**src/tt_pkg.sv**
```systemverilog
package tt_pkg;

	// register byte addresses on the bus
	localparam logic [7:0]  ADDR_CTRL     = 8'hC8;
	localparam logic [7:0]  ADDR_MODE     = 8'hCC;
	localparam logic [7:0]  ADDR_COUNT    = 8'hD0;
	localparam logic [7:0]  ADDR_RELOAD   = 8'hD4;

	// timer2_control bit positions
	localparam int          B_TF          = 7;
	localparam int          B_EXF         = 6;
	localparam int          B_RCLK        = 5;
	localparam int          B_TRANSMIT_CLOCK_SELECT        = 4;
	localparam int          B_EXEN        = 3;
	localparam int          B_RUN         = 2;
	localparam int          B_CT          = 1;
	localparam int          B_CPRL        = 0;
	// mode register bit position
	localparam int          B_UP_DOWN_ENABLE        = 0;

	// reset values and the count maximum
	localparam logic [7:0]  CTRL_RST      = 8'h00;
	localparam logic [0:0]  MODE_RST      = 1'h0;
	localparam logic [15:0] COUNT_RST     = 16'h0000;
	localparam logic [15:0] RELOAD_RST    = 16'h0000;
	localparam logic [15:0] COUNT_MAX     = 16'hFFFF;

	// machine cycle timing, in oscillator periods
	localparam logic [3:0]  MC_LAST       = 4'hB;
	localparam logic [3:0]  SAMPLE_SLOT   = 4'h9;
	localparam logic [3:0]  UPDATE_SLOT   = 4'h4;

	typedef enum logic [1:0] {
		MODE_OFF     = 2'b00,
		MODE_RELOAD  = 2'b01,
		MODE_CAPTURE = 2'b10,
		MODE_BAUD    = 2'b11
	} tt_mode_type;

endpackage : tt_pkg

```
**src/tt_core.sv**
```systemverilog
// Function
// 16-bit count as low and high bytes
// timer function counts once per machine cycle
// count input sampled per cycle, counts falls
// new count appears at next update slot
// events counted at most every two cycles
// source holds each level one machine cycle
// run, serial selects, capture select pick mode
// counter/timer select picks clock source
// control register layout, resets to zero
// overflow flag sticky, cleared by software
// no overflow flag while serial selects set
// trigger fall with enable sets external flag; not in up/down mode, where overflow toggles it
// external flag requests interrupt, software clears
// no external flag interrupt in up/down mode
// receive clock from this or other timer
// transmit clock from this or other timer
// trigger fall captures count into reload pair
// auto-reload loads reload pair on overflow
// down count underflows at reload, loads FFFF
// trigger ignored while external enable clear; up/down mode still reads it as count direction
// baud mode emits overflow pulse to serial
// pins synchronised before edge detection
`timescale 1ns/1ps
`default_nettype none
module tt_core (
	input  wire logic          SYS_CLK_I,
	input  wire logic          ARST_N_I,
	input  wire logic          PSEL_I,
	input  wire logic          PENABLE_I,
	input  wire logic          PWRITE_I,
	input  wire logic [7:0]    PADDR_I,
	input  wire logic [31:0]   PWDATA_I,
	output logic      [31:0]   PRDATA_O,
	output logic               PREADY_O,
	output logic               PSLVERR_O,
	input  wire logic          COUNT_PIN_I,
	input  wire logic          TRIGGER_PIN_I,
	input  wire logic          OTHER_TIMER_OVF_I,
	output logic               TIMER_IRQ_O,
	output logic               BAUD_TICK_O,
	output logic               RX_CLK_TICK_O,
	output logic               TX_CLK_TICK_O
);
	import tt_pkg::*;

	logic [7:0]  ctrl_r;
	logic        up_down_enable_r;
	logic [15:0] count_r;
	logic [15:0] count_nxt;
	logic [15:0] reload_r;
	logic [3:0]  ph_r;
	logic        cnt_meta_r, cnt_sync_r, cnt_smp_r, cnt_pend_r;
	logic        trg_meta_r, trg_sync_r, trg_smp_r, trg_pend_r;
	logic        pready_r;
	logic        pslverr_r;
	logic [31:0] prdata_r;
	logic        setup, acc, wr_en;
	logic        ctrl_wr, mode_wr, count_wr, reload_wr;
	logic        upd, tick, down, ovf_up, unf, ovf, ext;
	logic        cap_evt, tf_set, exf_set, exf_tog, serial;
	tt_mode_type mode;

	function automatic logic addr_hit(input logic [7:0] a);
		addr_hit = (a == ADDR_CTRL) || (a == ADDR_MODE) ||
			(a == ADDR_COUNT) || (a == ADDR_RELOAD);
	endfunction : addr_hit

	function automatic tt_mode_type mode_of(input logic [7:0] c);
		if (!c[B_RUN]) begin
			mode_of = MODE_OFF;
		end else if (c[B_RCLK] || c[B_TRANSMIT_CLOCK_SELECT]) begin
			mode_of = MODE_BAUD;
		end else if (c[B_CPRL]) begin
			mode_of = MODE_CAPTURE;
		end else begin
			mode_of = MODE_RELOAD;
		end
	endfunction : mode_of

	// apb slave: one setup, one access cycle, no wait states
	assign setup     = PSEL_I & ~PENABLE_I;
	assign acc       = PSEL_I & PENABLE_I & pready_r;
	assign wr_en     = acc & PWRITE_I & ~pslverr_r;
	assign ctrl_wr   = wr_en && (PADDR_I == ADDR_CTRL);
	assign mode_wr   = wr_en && (PADDR_I == ADDR_MODE);
	assign count_wr  = wr_en && (PADDR_I == ADDR_COUNT);
	assign reload_wr = wr_en && (PADDR_I == ADDR_RELOAD);

	always_ff @(posedge SYS_CLK_I or negedge ARST_N_I) begin
		if (!ARST_N_I) begin
			pready_r  <= 1'b0;
			pslverr_r <= 1'b0;
			prdata_r  <= 32'h0000_0000;
		end else begin
			pready_r  <= setup;
			pslverr_r <= setup & ~addr_hit(PADDR_I);
			if (setup) begin
				case (PADDR_I)
					ADDR_CTRL:   prdata_r <= {24'h000000, ctrl_r};
					ADDR_MODE:   prdata_r <= {31'h00000000, up_down_enable_r};
					ADDR_COUNT:  prdata_r <= {16'h0000, count_r};
					ADDR_RELOAD: prdata_r <= {16'h0000, reload_r};
					default:     prdata_r <= 32'h0000_0000;
				endcase
			end
		end
	end

	// machine cycle phase, 12 oscillator periods
	always_ff @(posedge SYS_CLK_I or negedge ARST_N_I) begin
		if (!ARST_N_I) begin
			ph_r <= 4'h0;
		end else if (ph_r == MC_LAST) begin
			ph_r <= 4'h0;
		end else begin
			ph_r <= ph_r + 4'h1;
		end
	end

	// two-flop synchronisers, updated on every rising clock edge
	always_ff @(posedge SYS_CLK_I or negedge ARST_N_I) begin
		if (!ARST_N_I) begin
			cnt_meta_r <= 1'b0;
			cnt_sync_r <= 1'b0;
			trg_meta_r <= 1'b0;
			trg_sync_r <= 1'b0;
		end else begin
			cnt_meta_r <= COUNT_PIN_I;
			cnt_sync_r <= cnt_meta_r;
			trg_meta_r <= TRIGGER_PIN_I;
			trg_sync_r <= trg_meta_r;
		end
	end

	// a fall is seen only across two samples, which caps the rate
	always_ff @(posedge SYS_CLK_I or negedge ARST_N_I) begin
		if (!ARST_N_I) begin
			cnt_smp_r  <= 1'b0;
			cnt_pend_r <= 1'b0;
			trg_smp_r  <= 1'b0;
			trg_pend_r <= 1'b0;
		end else if (ph_r == SAMPLE_SLOT) begin
			cnt_smp_r  <= cnt_sync_r;
			cnt_pend_r <= cnt_smp_r & ~cnt_sync_r;
			trg_smp_r  <= trg_sync_r;
			trg_pend_r <= trg_smp_r & ~trg_sync_r;
		end else if (upd) begin
			cnt_pend_r <= 1'b0;
			trg_pend_r <= 1'b0;
		end
	end

	assign upd    = (ph_r == UPDATE_SLOT);
	assign mode   = mode_of(ctrl_r);
	assign serial = ctrl_r[B_RCLK] | ctrl_r[B_TRANSMIT_CLOCK_SELECT];
	assign tick   = upd && (mode != MODE_OFF) &&
		(ctrl_r[B_CT] ? cnt_pend_r : 1'b1);
	assign down   = up_down_enable_r && !trg_sync_r && (mode == MODE_RELOAD);
	assign ovf_up = tick && !down && (count_r == COUNT_MAX);
	assign unf    = tick && down && (count_r == reload_r);
	assign ovf    = ovf_up | unf;
	// a trigger fall only acts with external enable set
	assign ext    = upd && trg_pend_r && ctrl_r[B_EXEN] &&
		(mode != MODE_OFF);
	assign cap_evt = ext && (mode == MODE_CAPTURE);
	assign tf_set  = ovf && !serial;
	assign exf_tog = ovf && up_down_enable_r && (mode == MODE_RELOAD);
	assign exf_set = ext && !(up_down_enable_r && (mode == MODE_RELOAD));

	always_comb begin
		count_nxt = count_r;
		case (mode)
			MODE_CAPTURE: begin
				if (tick) begin
					count_nxt = count_r + 16'h0001;
				end
			end
			MODE_RELOAD, MODE_BAUD: begin
				if (ovf_up) begin
					count_nxt = reload_r;
				end else if (unf) begin
					count_nxt = COUNT_MAX;
				end else if (tick && down) begin
					count_nxt = count_r - 16'h0001;
				end else if (tick) begin
					count_nxt = count_r + 16'h0001;
				end
				// the serial clock owns the reload in baud mode
				if (ext && !up_down_enable_r && (mode == MODE_RELOAD)) begin
					count_nxt = reload_r;
				end
			end
			default: begin
				count_nxt = count_r;
			end
		endcase
	end

	// software write to the count wins over the hardware update
	always_ff @(posedge SYS_CLK_I or negedge ARST_N_I) begin
		if (!ARST_N_I) begin
			count_r <= COUNT_RST;
		end else if (count_wr) begin
			count_r <= PWDATA_I[15:0];
		end else begin
			count_r <= count_nxt;
		end
	end

	always_ff @(posedge SYS_CLK_I or negedge ARST_N_I) begin
		if (!ARST_N_I) begin
			reload_r <= RELOAD_RST;
		end else if (cap_evt) begin
			reload_r <= count_r;
		end else if (reload_wr) begin
			reload_r <= PWDATA_I[15:0];
		end
	end

	always_ff @(posedge SYS_CLK_I or negedge ARST_N_I) begin
		if (!ARST_N_I) begin
			up_down_enable_r <= MODE_RST;
		end else if (mode_wr) begin
			up_down_enable_r <= PWDATA_I[B_UP_DOWN_ENABLE];
		end
	end

	// flags: hardware set beats a software clear in the same cycle
	always_ff @(posedge SYS_CLK_I or negedge ARST_N_I) begin
		if (!ARST_N_I) begin
			ctrl_r <= CTRL_RST;
		end else begin
			if (ctrl_wr) begin
				ctrl_r <= PWDATA_I[7:0];
			end
			if (tf_set) begin
				ctrl_r[B_TF] <= 1'b1;
			end
			if (exf_set) begin
				ctrl_r[B_EXF] <= 1'b1;
			end else if (exf_tog) begin
				ctrl_r[B_EXF] <= ctrl_wr ? ~PWDATA_I[B_EXF] :
					~ctrl_r[B_EXF];
			end
		end
	end

	always_ff @(posedge SYS_CLK_I or negedge ARST_N_I) begin
		if (!ARST_N_I) begin
			TIMER_IRQ_O   <= 1'b0;
			BAUD_TICK_O   <= 1'b0;
			RX_CLK_TICK_O <= 1'b0;
			TX_CLK_TICK_O <= 1'b0;
		end else begin
			TIMER_IRQ_O   <= ctrl_r[B_TF] |
				(ctrl_r[B_EXF] & ~up_down_enable_r);
			BAUD_TICK_O   <= ovf && (mode == MODE_BAUD);
			RX_CLK_TICK_O <= ctrl_r[B_RCLK] ?
				(ovf && (mode == MODE_BAUD)) : OTHER_TIMER_OVF_I;
			TX_CLK_TICK_O <= ctrl_r[B_TRANSMIT_CLOCK_SELECT] ?
				(ovf && (mode == MODE_BAUD)) : OTHER_TIMER_OVF_I;
		end
	end

	assign PRDATA_O  = prdata_r;
	assign PREADY_O  = pready_r;
	assign PSLVERR_O = pslverr_r;

	chk_timer_step: assert property (
		@(posedge SYS_CLK_I) disable iff (!ARST_N_I)
		upd && mode == MODE_CAPTURE && !ctrl_r[B_CT] && !count_wr
		|=> count_r == $past(count_r) + 16'h0001)
		else $error("timer did not step at update slot");
	chk_count_hold: assert property (
		@(posedge SYS_CLK_I) disable iff (!ARST_N_I)
		!upd && !count_wr |=> $stable(count_r))
		else $error("count moved outside update slot");
	chk_fall_seen: assert property (
		@(posedge SYS_CLK_I) disable iff (!ARST_N_I)
		ph_r == SAMPLE_SLOT && cnt_smp_r && !cnt_sync_r
		|=> cnt_pend_r ##6 (upd && cnt_pend_r))
		else $error("falling count edge lost before update");
	chk_off_hold: assert property (
		@(posedge SYS_CLK_I) disable iff (!ARST_N_I)
		!ctrl_r[B_RUN] && !count_wr |=> $stable(count_r))
		else $error("count moved while stopped");
	chk_tf_sticky: assert property (
		@(posedge SYS_CLK_I) disable iff (!ARST_N_I)
		ctrl_r[B_TF] && !ctrl_wr |=> ctrl_r[B_TF])
		else $error("overflow flag cleared by hardware");
	chk_tf_suppress: assert property (
		@(posedge SYS_CLK_I) disable iff (!ARST_N_I)
		serial && !ctrl_r[B_TF] && !ctrl_wr |=> !ctrl_r[B_TF])
		else $error("overflow flag set in serial clock mode");
	chk_exf_ignore: assert property (
		@(posedge SYS_CLK_I) disable iff (!ARST_N_I)
		!ctrl_r[B_EXEN] && !ctrl_r[B_EXF] && !ctrl_wr && !up_down_enable_r
		|=> !ctrl_r[B_EXF])
		else $error("external flag set with enable clear");
	chk_irq_updown: assert property (
		@(posedge SYS_CLK_I) disable iff (!ARST_N_I)
		(up_down_enable_r && !ctrl_r[B_TF]) [*2] |-> !TIMER_IRQ_O)
		else $error("interrupt from external flag in up/down mode");
	chk_capture: assert property (
		@(posedge SYS_CLK_I) disable iff (!ARST_N_I)
		cap_evt |=> reload_r == $past(count_r) && ctrl_r[B_EXF])
		else $error("capture did not copy count");
	chk_reload_ovf: assert property (
		@(posedge SYS_CLK_I) disable iff (!ARST_N_I)
		ovf_up && mode != MODE_CAPTURE && !count_wr
		|=> count_r == $past(reload_r))
		else $error("overflow did not reload");
	chk_underflow: assert property (
		@(posedge SYS_CLK_I) disable iff (!ARST_N_I)
		unf && !count_wr |=> count_r == COUNT_MAX && ctrl_r[B_TF])
		else $error("underflow did not load all ones");
	chk_baud_pulse: assert property (
		@(posedge SYS_CLK_I) disable iff (!ARST_N_I)
		BAUD_TICK_O |=> !BAUD_TICK_O [*8])
		else $error("baud pulse longer than one cycle");

	cov_capture: cover property (
		@(posedge SYS_CLK_I) disable iff (!ARST_N_I) cap_evt);
	cov_underflow: cover property (
		@(posedge SYS_CLK_I) disable iff (!ARST_N_I) unf);
	cov_baud: cover property (
		@(posedge SYS_CLK_I) disable iff (!ARST_N_I) BAUD_TICK_O);
	cov_event_count: cover property (
		@(posedge SYS_CLK_I) disable iff (!ARST_N_I)
		tick && ctrl_r[B_CT]);

endmodule : tt_core
`default_nettype wire

```
**config.mk**
```make
export PLATFORM = sky130hd
export DESIGN_NAME = tt_core
export DESIGN_NICKNAME = d
export VERILOG_FILES = /design/src/tt_pkg.sv /design/src/tt_core.sv
export SDC_FILE = /design/constraint.sdc
export NUM_CORES = 1
export LEC_CHECK = 0
export BUFFER_PORTS_ARGS = -buffer_cell sky130_fd_sc_hd__buf_2
export CORE_AREA = 4 4 96 166
export CTS_CLUSTER_SIZE = 40
export DETAILED_ROUTE_END_ITERATION = 7
export DIE_AREA = 0 0 100 170
export PLACE_DENSITY_LB_ADDON = 0.3
export SETUP_SLACK_MARGIN = 0.1
export SLEW_MARGIN = 5
export SYNTH_ARGS = -nofsm -noshare
export SYNTH_HDL_FRONTEND = slang
export SYNTH_SLANG_ARGS = --single-unit
```
**constraint.sdc**
```tcl
create_clock -name SYS_CLK_I -period 3.6 [get_ports SYS_CLK_I]
set_input_delay 0.18 -clock SYS_CLK_I [delete_from_list [all_inputs] [get_ports SYS_CLK_I]]
set_output_delay 0.18 -clock SYS_CLK_I [all_outputs]
set_load 0.02 [all_outputs]
```
==> results of run 1 <==
==> kinds of logic after synthesis <==
family / after synthesis / synth area share
other cells: 1 / 0.000748
buf+inv: 74 / 0.0716
flops: 75 / 0.374
fa+ha+maj: 5 / 0.0125
mux: 33 / 0.0684
compound gates: 161 / 0.197
simple gates: 214 / 0.233
xor+xnor: 24 / 0.0419
==> metal layers <==
layer	vias to the layer above	wire, um	track usage
li1	2196	-	-
met1	2315	6250	0.218
met2	206	9150	0.382
met3	72	872	0.0357
met4	0	1250	0.132
met5	-	0	0
==> worst max-delay path, cell delays in order, from the launching register on <==
cell and delay [ns]:
dfrtp_1 0.43, inv_1 0.08, ha_1 0.18, and4b_1 0.42, nand4_1 0.48, nor4b_1 0.47, o21ai_0 0.14, a2111oi_0 0.54
o31ai_1 0.15
==> sequential cells by signal, summed over array words and instances (netlist names), 4 cells and up <==
signal    count
PRDATA_O     16
ctrl_r        8
count_r      16
ph_r          4
reload_r     16
==> through the flow <==
stage               hold WS [ns]  utilization
detailed placement         0.290        0.368
finish                   -0.0257        0.389
CTS                       0.0370        0.389
floorplan                 -0.116            -
global placement           0.292        0.368
global route              0.0754        0.389
==> cell type report <==
cell class / instances / share of cell area
Tap cell: 183 / 0.0401
Inverter: 16 / 0.0105
Clock inverter: 6 / 0.0116
Clock buffer: 9 / 0.0394
Sequential cell: 75 / 0.329
Multi-Input combinational cell: 453 / 0.498
Timing Repair Buffer: 71 / 0.0714
==> path summary, 6_finish.rpt <==
kind / endpoint / slack (ns) / cells past startpoint
max: count_r[11] / 0.58 / 8
min: PRDATA_O[3] / -0.03 / 1
max reg2reg: count_r[11] / 0.58 / 8
min reg2reg: trg_sync_r / 0.35 / 0
max in group asynchronous: trg_sync_r / 2.96 / 1
min in group SYS_CLK_I: count_r[11] / 0.08 / 3
==> cells in the mapped netlist (4+ instances only) <==
master,instances,area share
a222oi_1,4,0.0080
nor3_1,23,0.023
a22o_1,4,0.0070
nand2b_1,8,0.010
mux2_2,10,0.022
a211oi_1,5,0.0075
xnor2_1,4,0.0070
a31oi_1,4,0.0050
nand3_1,15,0.015
xor2_1,20,0.035
nor4_1,20,0.025
nor2_1,30,0.022
o31ai_1,6,0.0090
buf_2,5,0.0050
o21ai_1,8,0.0080
dfrtp_1,75,0.37
ha_1,5,0.012
or4_1,5,0.0075
o21a_1,5,0.0075
inv_1,16,0.012
or3_1,12,0.015
and3_1,7,0.0087
nand4_1,7,0.0087
o21ai_0,67,0.067
mux2i_1,23,0.046
a22oi_1,8,0.012
clkbuf_1,35,0.026
buf_4,16,0.024
nand2_1,56,0.042
a21oi_1,27,0.027
==> power breakdown <==
group | switching [uW] | total, uW | internal, uW | leakage, uW
sequential | 124 | 1010 | 882 | 0.000858
combinational | 244 | 396 | 152 | 0.00126
clock | 379 | 914 | 536 | 0.000146
total | 747 | 2320 | 1570 | 0.00226
==> run_results.csv, run 1 <==
group,metric,value,unit
global_routing,grt_overflow,0,
sta,max_clock_freq,331,MHz
synthesis,yosysWarnings,0,
detailed_routing,ant_nets,0,
finish,mostFrequentLayoutCells,"75 x dfrtp_1, 67 x o21ai_0, 56 x nand2_1",
sta,fin_crit_sh,0.838,
finish,syn_to_final_growth,13.9,%
detailed_routing,drtPass1Iterations,6,
synthesis,syn_inst,587,
finish,fillers,1458,
synthesis,avgSynthCellArea,8.54,um2
detailed_routing,vias,4789,
placed_design,post-place-cells,796,
sta,worstMarginPinSlew,0.979,ns
finish,multi_input_area,2850,um2
job,maxCapViolCount,0,
clock_tree,cts-hold-fix-buffers,2,
floorplan,die-area,17000,um2
clock_tree,root_buffer,"clkbuf_16",
synthesis,ys_ff_latch,75,
detailed_routing,wire_per_inst,21.6,um
worst_setup_path,critPathKind,"flop to flop",
power,p_leak,0.00226,uW
detailed_routing,drt-total-wl,17500,um
worst_setup_path,endpoint_kind,"flop",
placed_design,routabilityCongestion,0.947,
synthesis,async_flop_share,1.00,
sta,period_minus_slack,3.02,ns
clock_tree,clk_pin_slew,0.06,ns
worst_setup_path,r2r_start,"ph_r[0]",
worst_setup_path,critPathLaunch,"ph_r[0]",
sta,finalSetupViolCount,0,
floorplan,core,14700,um2
synthesis,synth-seq-area-share,0.374,
placed_design,placed_area,5400,um2
sta,rsz0062_at_grt,"no",
synthesis,ys.flop_type,"dfrtp_1",
sta,tns,0,ns
clock_tree,cts_buffer_depth,2,
clock_tree,postCtsSetupRepairBufs,0,
floorplan,dieHeight,170,um
placed_design,hpwl,13100,um
floorplan,start_util,0.341,
placed_design,io_buffers,53,
detailed_routing,viasPerCell,5.89,
clock_tree,htree_num_levels,3,
global_routing,antenna_found_initial,0,
global_routing,grt_pass1_wl,27100,um
synthesis,yosys.cell_types.count,67,
finish,diodes,0,
worst_setup_path,critPathArrivalTime,3.22,ns
finish,seqCellArea,1880,um2
finish,layout.nets,679,
worst_setup_path,critPathLaunchType,"flop",
global_routing,grt_pass1_vias,4789,
floorplan,die_x,100,um
power,ir_worst_vdd,272,uV
global_routing,grt_usage,0.209,
synthesis,synth_edf_count,0,
power,power.density,406,nW/um2
sta,setup_slack,0.582,ns
sta,finalClockSkew,0.00790,ns
finish,layout_commonest_cell,"dfrtp_1",
clock_tree,cts_tree,"built",
worst_setup_path,required,3.80,ns
detailed_routing,drc,0,
sta,max_slew_margin,0.347,
sta,slew_viol_final,0,
clock_tree,clkSinkCount,75,
clock_tree,insertion_delay,0.34,ns
floorplan,pin_count,86,
clock_tree,cts_buffers,9,
placed_design,place_ws,0.647,ns
finish,drive_gt1_frac,0.175,
finish,fin_cells,813,
power,p_total,2320,uW
worst_hold_path,hp-class,"input port to asynchronous set/reset pin",
global_routing,grt_max_degree,76,
finish,design_area,5710,um2
synthesis,syn-cell-area,5010,um2
sta,hold_ws,-0.0257,ns
worst_setup_path,path_max_fanout,10,
sta,hold_violations,15,
detailed_routing,drt_iter0_markers,376,
floorplan,rows,59,
outcome,violations,"negative hold slack",
outcome,status,"finished, violations left",
clock_tree,cts_resized,0,
No activity file was read; power rests on OpenSTA's default activity.
==> run 2: changes to the inputs <==
Clock period 3.6 ns to 2.58 ns, I/O delays scaled along.
==> run 2 against run 1 <==
Effect of this change: the run now ends clean; power is 58% higher; register-to-register slack got worse by 0.47 ns; sequential share of layout area is 4.3 points lower; combinational power grew 120%; core utilization increased by 5.9 points; cell area grew 15%; via count increased by 8.6%; fmax up 22%; clock power grew 62%; first-iteration DRC count decreased by 11%; critical endpoint is now count_r[2].
==> run_results.csv, run 2 (synthesized netlist as in run 1, its figures left out) <==
group,metric,value,unit
clock_tree,cts_buffers,9,
clock_tree,htree_num_levels,3,
detailed_routing,drtPass1Iterations,5,
placed_design,io_buffers,53,
sta,tns,0,ns
clock_tree,cts_tree,"built",
detailed_routing,ant_nets,0,
sta,period_minus_slack,2.47,ns
placed_design,place_ws,-0.113,ns
finish,multi_input_area,3030,um2
sta,fin_crit_sh,0.956,
clock_tree,clkSinkCount,75,
worst_setup_path,critPathArrivalTime,2.69,ns
floorplan,core,14700,um2
detailed_routing,drc,0,
sta,max_slew_margin,0.354,
floorplan,die_x,100,um
global_routing,antenna_found_initial,1,
global_routing,grt_pass1_vias,5256,
finish,syn_to_final_growth,31.3,%
sta,rsz0062_at_grt,"yes",
sta,slew_viol_final,0,
clock_tree,cts_buffer_depth,2,
detailed_routing,drt_iter0_markers,333,
floorplan,rows,59,
clock_tree,insertion_delay,0.34,ns
detailed_routing,wire_per_inst,22.2,um
placed_design,routabilityCongestion,0.951,
floorplan,start_util,0.341,
finish,drive_gt1_frac,0.320,
worst_hold_path,hp-class,"input port to flop",
finish,seqCellArea,1880,um2
worst_setup_path,reg2reg_slack,0.11,ns
finish,layout.nets,758,
finish,fillers,1420,
sta,worstMarginPinSlew,0.969,ns
sta,setup_slack,0.114,ns
sta,finalClockSkew,0.00833,ns
finish,diodes,0,
detailed_routing,viasPerCell,5.83,
sta,max_clock_freq,406,MHz
detailed_routing,vias,5199,
outcome,status,"finished clean",
global_routing,grt_usage,0.233,
global_routing,grt_pass1_wl,29700,um
power,ir_worst_vdd,510,uV
clock_tree,clk_pin_slew,0.06,ns
power,power.density,556,nW/um2
worst_setup_path,required,2.80,ns
sta,finalSetupViolCount,0,
floorplan,pin_count,86,
worst_setup_path,path_max_fanout,4,
job,maxCapViolCount,0,
global_routing,grt_max_degree,76,
worst_setup_path,endpoint_kind,"flop",
global_routing,grt_overflow,0,
clock_tree,root_buffer,"clkbuf_16",
finish,mostFrequentLayoutCells,"89 x buf_4, 71 x dfrtp_1, 62 x o21ai_0",
detailed_routing,drt-total-wl,19800,um
worst_setup_path,critPathKind,"flop to flop",
placed_design,hpwl,15200,um
power,p_leak,0.00271,uW
finish,layout_commonest_cell,"buf_4",
floorplan,dieHeight,170,um
floorplan,die-area,17000,um2
worst_setup_path,critPathLaunchType,"flop",
sta,hold_violations,0,
[run 2: changes by cell type in the layout (fill, tap and decap cells not counted), sizes merged]
cell and change:
dlygate4sd3 +1, clkinv -3, bufinv +2, buf +78, inv +1
[run 2: cell type report]
cell class / count / area share
inverter: 16 / 0.00912
timing repair buffer: 150 / 0.159
clock inverter: 6 / 0.0171
clock buffer: 9 / 0.0342
multi-input combinational: 453 / 0.460
sequential: 75 / 0.286
tap: 183 / 0.0348
[run 2: critical path: stages (launching register included)]
cell and delay [ns]:
dfrtp_2 0.42, or4b_4 0.57, or4_4 0.52, o41a_1 0.20
or3_4 0.44, o21ai_2 0.12, o21ai_1 0.07
[run 2: through the flow]
| stage | total power [uW] | std cells | hold slack (ns) | area, um2 | util |
|---|---|---|---|---|---|
| after floorplan | 1770 | 602 | -0.167 | 5070 | - |
| after global placement | 2080 | 861 | 0.240 | 5900 | 0.402 |
| after detailed placement | 2090 | 861 | 0.244 | 5900 | 0.402 |
| after CTS | 3590 | 882 | 0.0307 | 6340 | 0.432 |
| after global routing | 3800 | 892 | 0.0623 | 6580 | 0.448 |
| final | 3660 | 892 | 0.0426 | 6580 | 0.448 |
[run 2: timing repair]
action	in CTS	in global routing
resized for setup	14	41
endpoints found under the setup margin	14	14
pin swaps	2	12
hold buffers	3	0
endpoints found under the hold margin	77	0
buffers inserted	3	10
[run 2: path summary, 6_finish.rpt]
path                        startpoint     endpoint  cells past startpoint
setup / recovery             ctrl_r[0]   count_r[2]                      6
max in group asynchronous     ARST_N_I    ctrl_r[0]                      2
hold reg to reg             trg_meta_r   trg_sync_r                      0
hold / removal             PWDATA_I[2]    ctrl_r[2]                      3
setup reg to reg             ctrl_r[0]   count_r[2]                      6
min in group asynchronous     ARST_N_I  PRDATA_O[1]                      2
[run 2: report_power, final]
group / total (uW) / leakage [uW] / switching, uW / internal [uW]
clock network: 1480 / 0.000166 / 537 / 946
logic: 869 / 0.00169 / 497 / 372
registers: 1310 / 0.000852 / 75.7 / 1230
[run 2: metal layers]
layer  global-route usage  vias to the layer above  wire (um)
li1                     -                     2358          -
met1                0.234                     2504       6740
met2                0.426                      245      10500
met3               0.0332                       92        893
met4                0.171                        0       1650
met5                    0                        -          0
==> run 3: changes to the inputs <==
Settings changed: REMOVE_ABC_BUFFERS from default to 1.
==> run 3 against run 2 <==
Effect of this change: critical path depth is 2 higher; critical path type unchanged; worst setup slack worse by 0.12 ns; die area stayed put; the run now ends with negative setup slack left.
==> run_results.csv, run 3 (synthesized netlist as in run 1, its figures left out) <==
group,metric,value,unit
finish,syn_to_final_growth,28.6,%
global_routing,grt_pass1_wl,28100,um
detailed_routing,drc,0,
worst_setup_path,path_max_fanout,8,
detailed_routing,drt-total-wl,18700,um
worst_setup_path,critPathLaunchType,"flop",
clock_tree,cts_tree,"built",
floorplan,core,14700,um2
sta,setup_slack,-0.00199,ns
sta,fin_crit_sh,1.00,
detailed_routing,viasPerCell,5.64,
worst_setup_path,endpoint_kind,"flop",
detailed_routing,routed.top_layer,"met4",
worst_setup_path,crit_slowest_cell,"nor4_1",
floorplan,die_x,100,um
sta,worstMarginPinSlew,0.988,ns
placed_design,hpwl,14000,um
sta,hold_violations,0,
global_routing,grt_max_degree,76,
finish,layout.nets,749,
placed_design,io_buffers,53,
outcome,status,"finished, violations left",
worst_setup_path,critPathArrivalTime,2.81,ns
worst_setup_path,crit_family,"simple AND/OR/NAND/NOR gates",
placed_design,routabilityCongestion,0.953,
sta,finalClockSkew,0.0108,ns
worst_setup_path,required,2.81,ns
outcome,violations,"negative setup slack",
clock_tree,insertion_delay,0.34,ns
finish,drive_gt1_frac,0.292,
floorplan,rows,59,
detailed_routing,met2WireLength,10300,um
global_routing,grt_usage,0.219,
floorplan,die-area,17000,um2
detailed_routing,vias,4985,
placed_design,place_ws,0.00440,ns
global_routing,grt_pass1_vias,4991,
detailed_routing,wire_per_inst,21.1,um
finish,layout_commonest_cell,"buf_4",
floorplan,pin_count,86,
detailed_routing,wl_met1,6730,um
detailed_routing,drt_iter0_markers,365,
clock_tree,clk_pin_slew,0.06,ns
worst_setup_path,critPathKind,"flop to flop",
sta,period_minus_slack,2.58,ns
floorplan,start_util,0.341,
detailed_routing,drtPass1Iterations,5,
worst_setup_path,crit_buf_inv,2,
clock_tree,root_buffer,"clkbuf_16",
sta,slew_viol_final,0,
job,maxCapViolCount,0,
power,ir_worst_vdd,260,uV
clock_tree,cts_buffer_depth,2,
sta,max_clock_freq,387,MHz
sta,finalSetupViolCount,1,
worst_hold_path,hp-class,"input port to flop",
worst_setup_path,max_stage_delay,0.68,ns
power,p_leak,0.00264,uW
finish,fin_util,0.439,
detailed_routing,ant_nets,0,
finish,mostFrequentLayoutCells,"80 x buf_4, 73 x dfrtp_1, 66 x o21ai_0",
floorplan,dieHeight,170,um
power,power.density,533,nW/um2
clock_tree,htree_num_levels,3,
sta,max_slew_margin,0.341,
global_routing,antenna_found_initial,0,
detailed_routing,met3_length,766,um
clock_tree,clkSinkCount,75,
clock_tree,cts_buffers,9,
sta,rsz0062_at_grt,"yes",
worst_setup_path,worstPathCellList,"buf_4 > xor2_1 > nor4_1 > nand3_4 > o211ai_4 > buf_12 > a21oi_1 > o32ai_1",
finish,diodes,0,
global_routing,grt_overflow,0,
[run 3: cell count changes in the layout (fill, tap and decap cells not counted), sizes merged]
cell	delta
buf	-9
bufinv	-2
clkbuf	+2
clkinv	+1
clkinvlp	+1
inv	-1
[run 3: power by group]
| group | switching [uW] | total [uW] | internal [uW] |
|---|---|---|---|
| combinational | 484 | 827 | 342 |
| sequential | 69.8 | 1300 | 1230 |
| clock | 529 | 1310 | 780 |
[run 3: cell type report]
type	count	area (um2)
multi-input cells	453	3000
clock buffers	11	243
fillers	1495	8240
flip-flops and latches	75	1880
well taps	183	229
clock inverters	5	60.1
inverters	16	60.1
repair buffers	141	976
[run 3: worst paths after layout]
path | from | to | slack (ns) | cells after the start
setup / recovery | count_r[6] | count_r[13] | -0.002 | 8
hold / removal | PWDATA_I[8] | count_r[8] | 0.04 | 3
setup reg to reg | count_r[6] | count_r[13] | -0.002 | 8
hold reg to reg | trg_meta_r | trg_sync_r | 0.35 | 0
max in group asynchronous | ARST_N_I | ctrl_r[5] | 1.39 | 2
min in group asynchronous | ARST_N_I | PRDATA_O[4] | 0.51 | 2
[run 3: repair_timing]
| item | CTS | global route |
|---|---|---|
| pin swaps | 4 | 14 |
| hold buffers | 3 | 0 |
| resized for setup | 16 | 23 |
| setup buffers | 2 | 5 |
| endpoints found under the setup margin | 11 | 13 |
| endpoints found under the hold margin | 30 | 0 |
[run 3: metal layers]
metal	GRT usage	vias to the layer above
met5	0	-
met4	0.114	0
met3	0.0189	56
met2	0.420	170
met1	0.230	2425
li1	-	2334
[run 3: worst reg2reg max path, delay by kind of cell (launching register included)]
family | cells | cell delay (ns)
and+or+nand+nor | 2 | 0.88
DFF | 1 | 0.47
buffers and inverters | 2 | 0.35
AOI/OAI and AO/OA | 3 | 0.60
xor gates and xnor gates | 1 | 0.17
[run 3: stage by stage]
stage	power, uW	cell area, um2	hold WS (ns)	TNS [ns]	cells
CTS	3430	6310	0.0301	0	879
floorplan	1720	4770	-0.167	-11.57	544
global placement	2100	5890	0.238	0	858
global route	3590	6450	0.0433	0	884
finish	3440	6450	0.0396	-0.00199	884
detailed placement	2110	5890	0.239	0	858
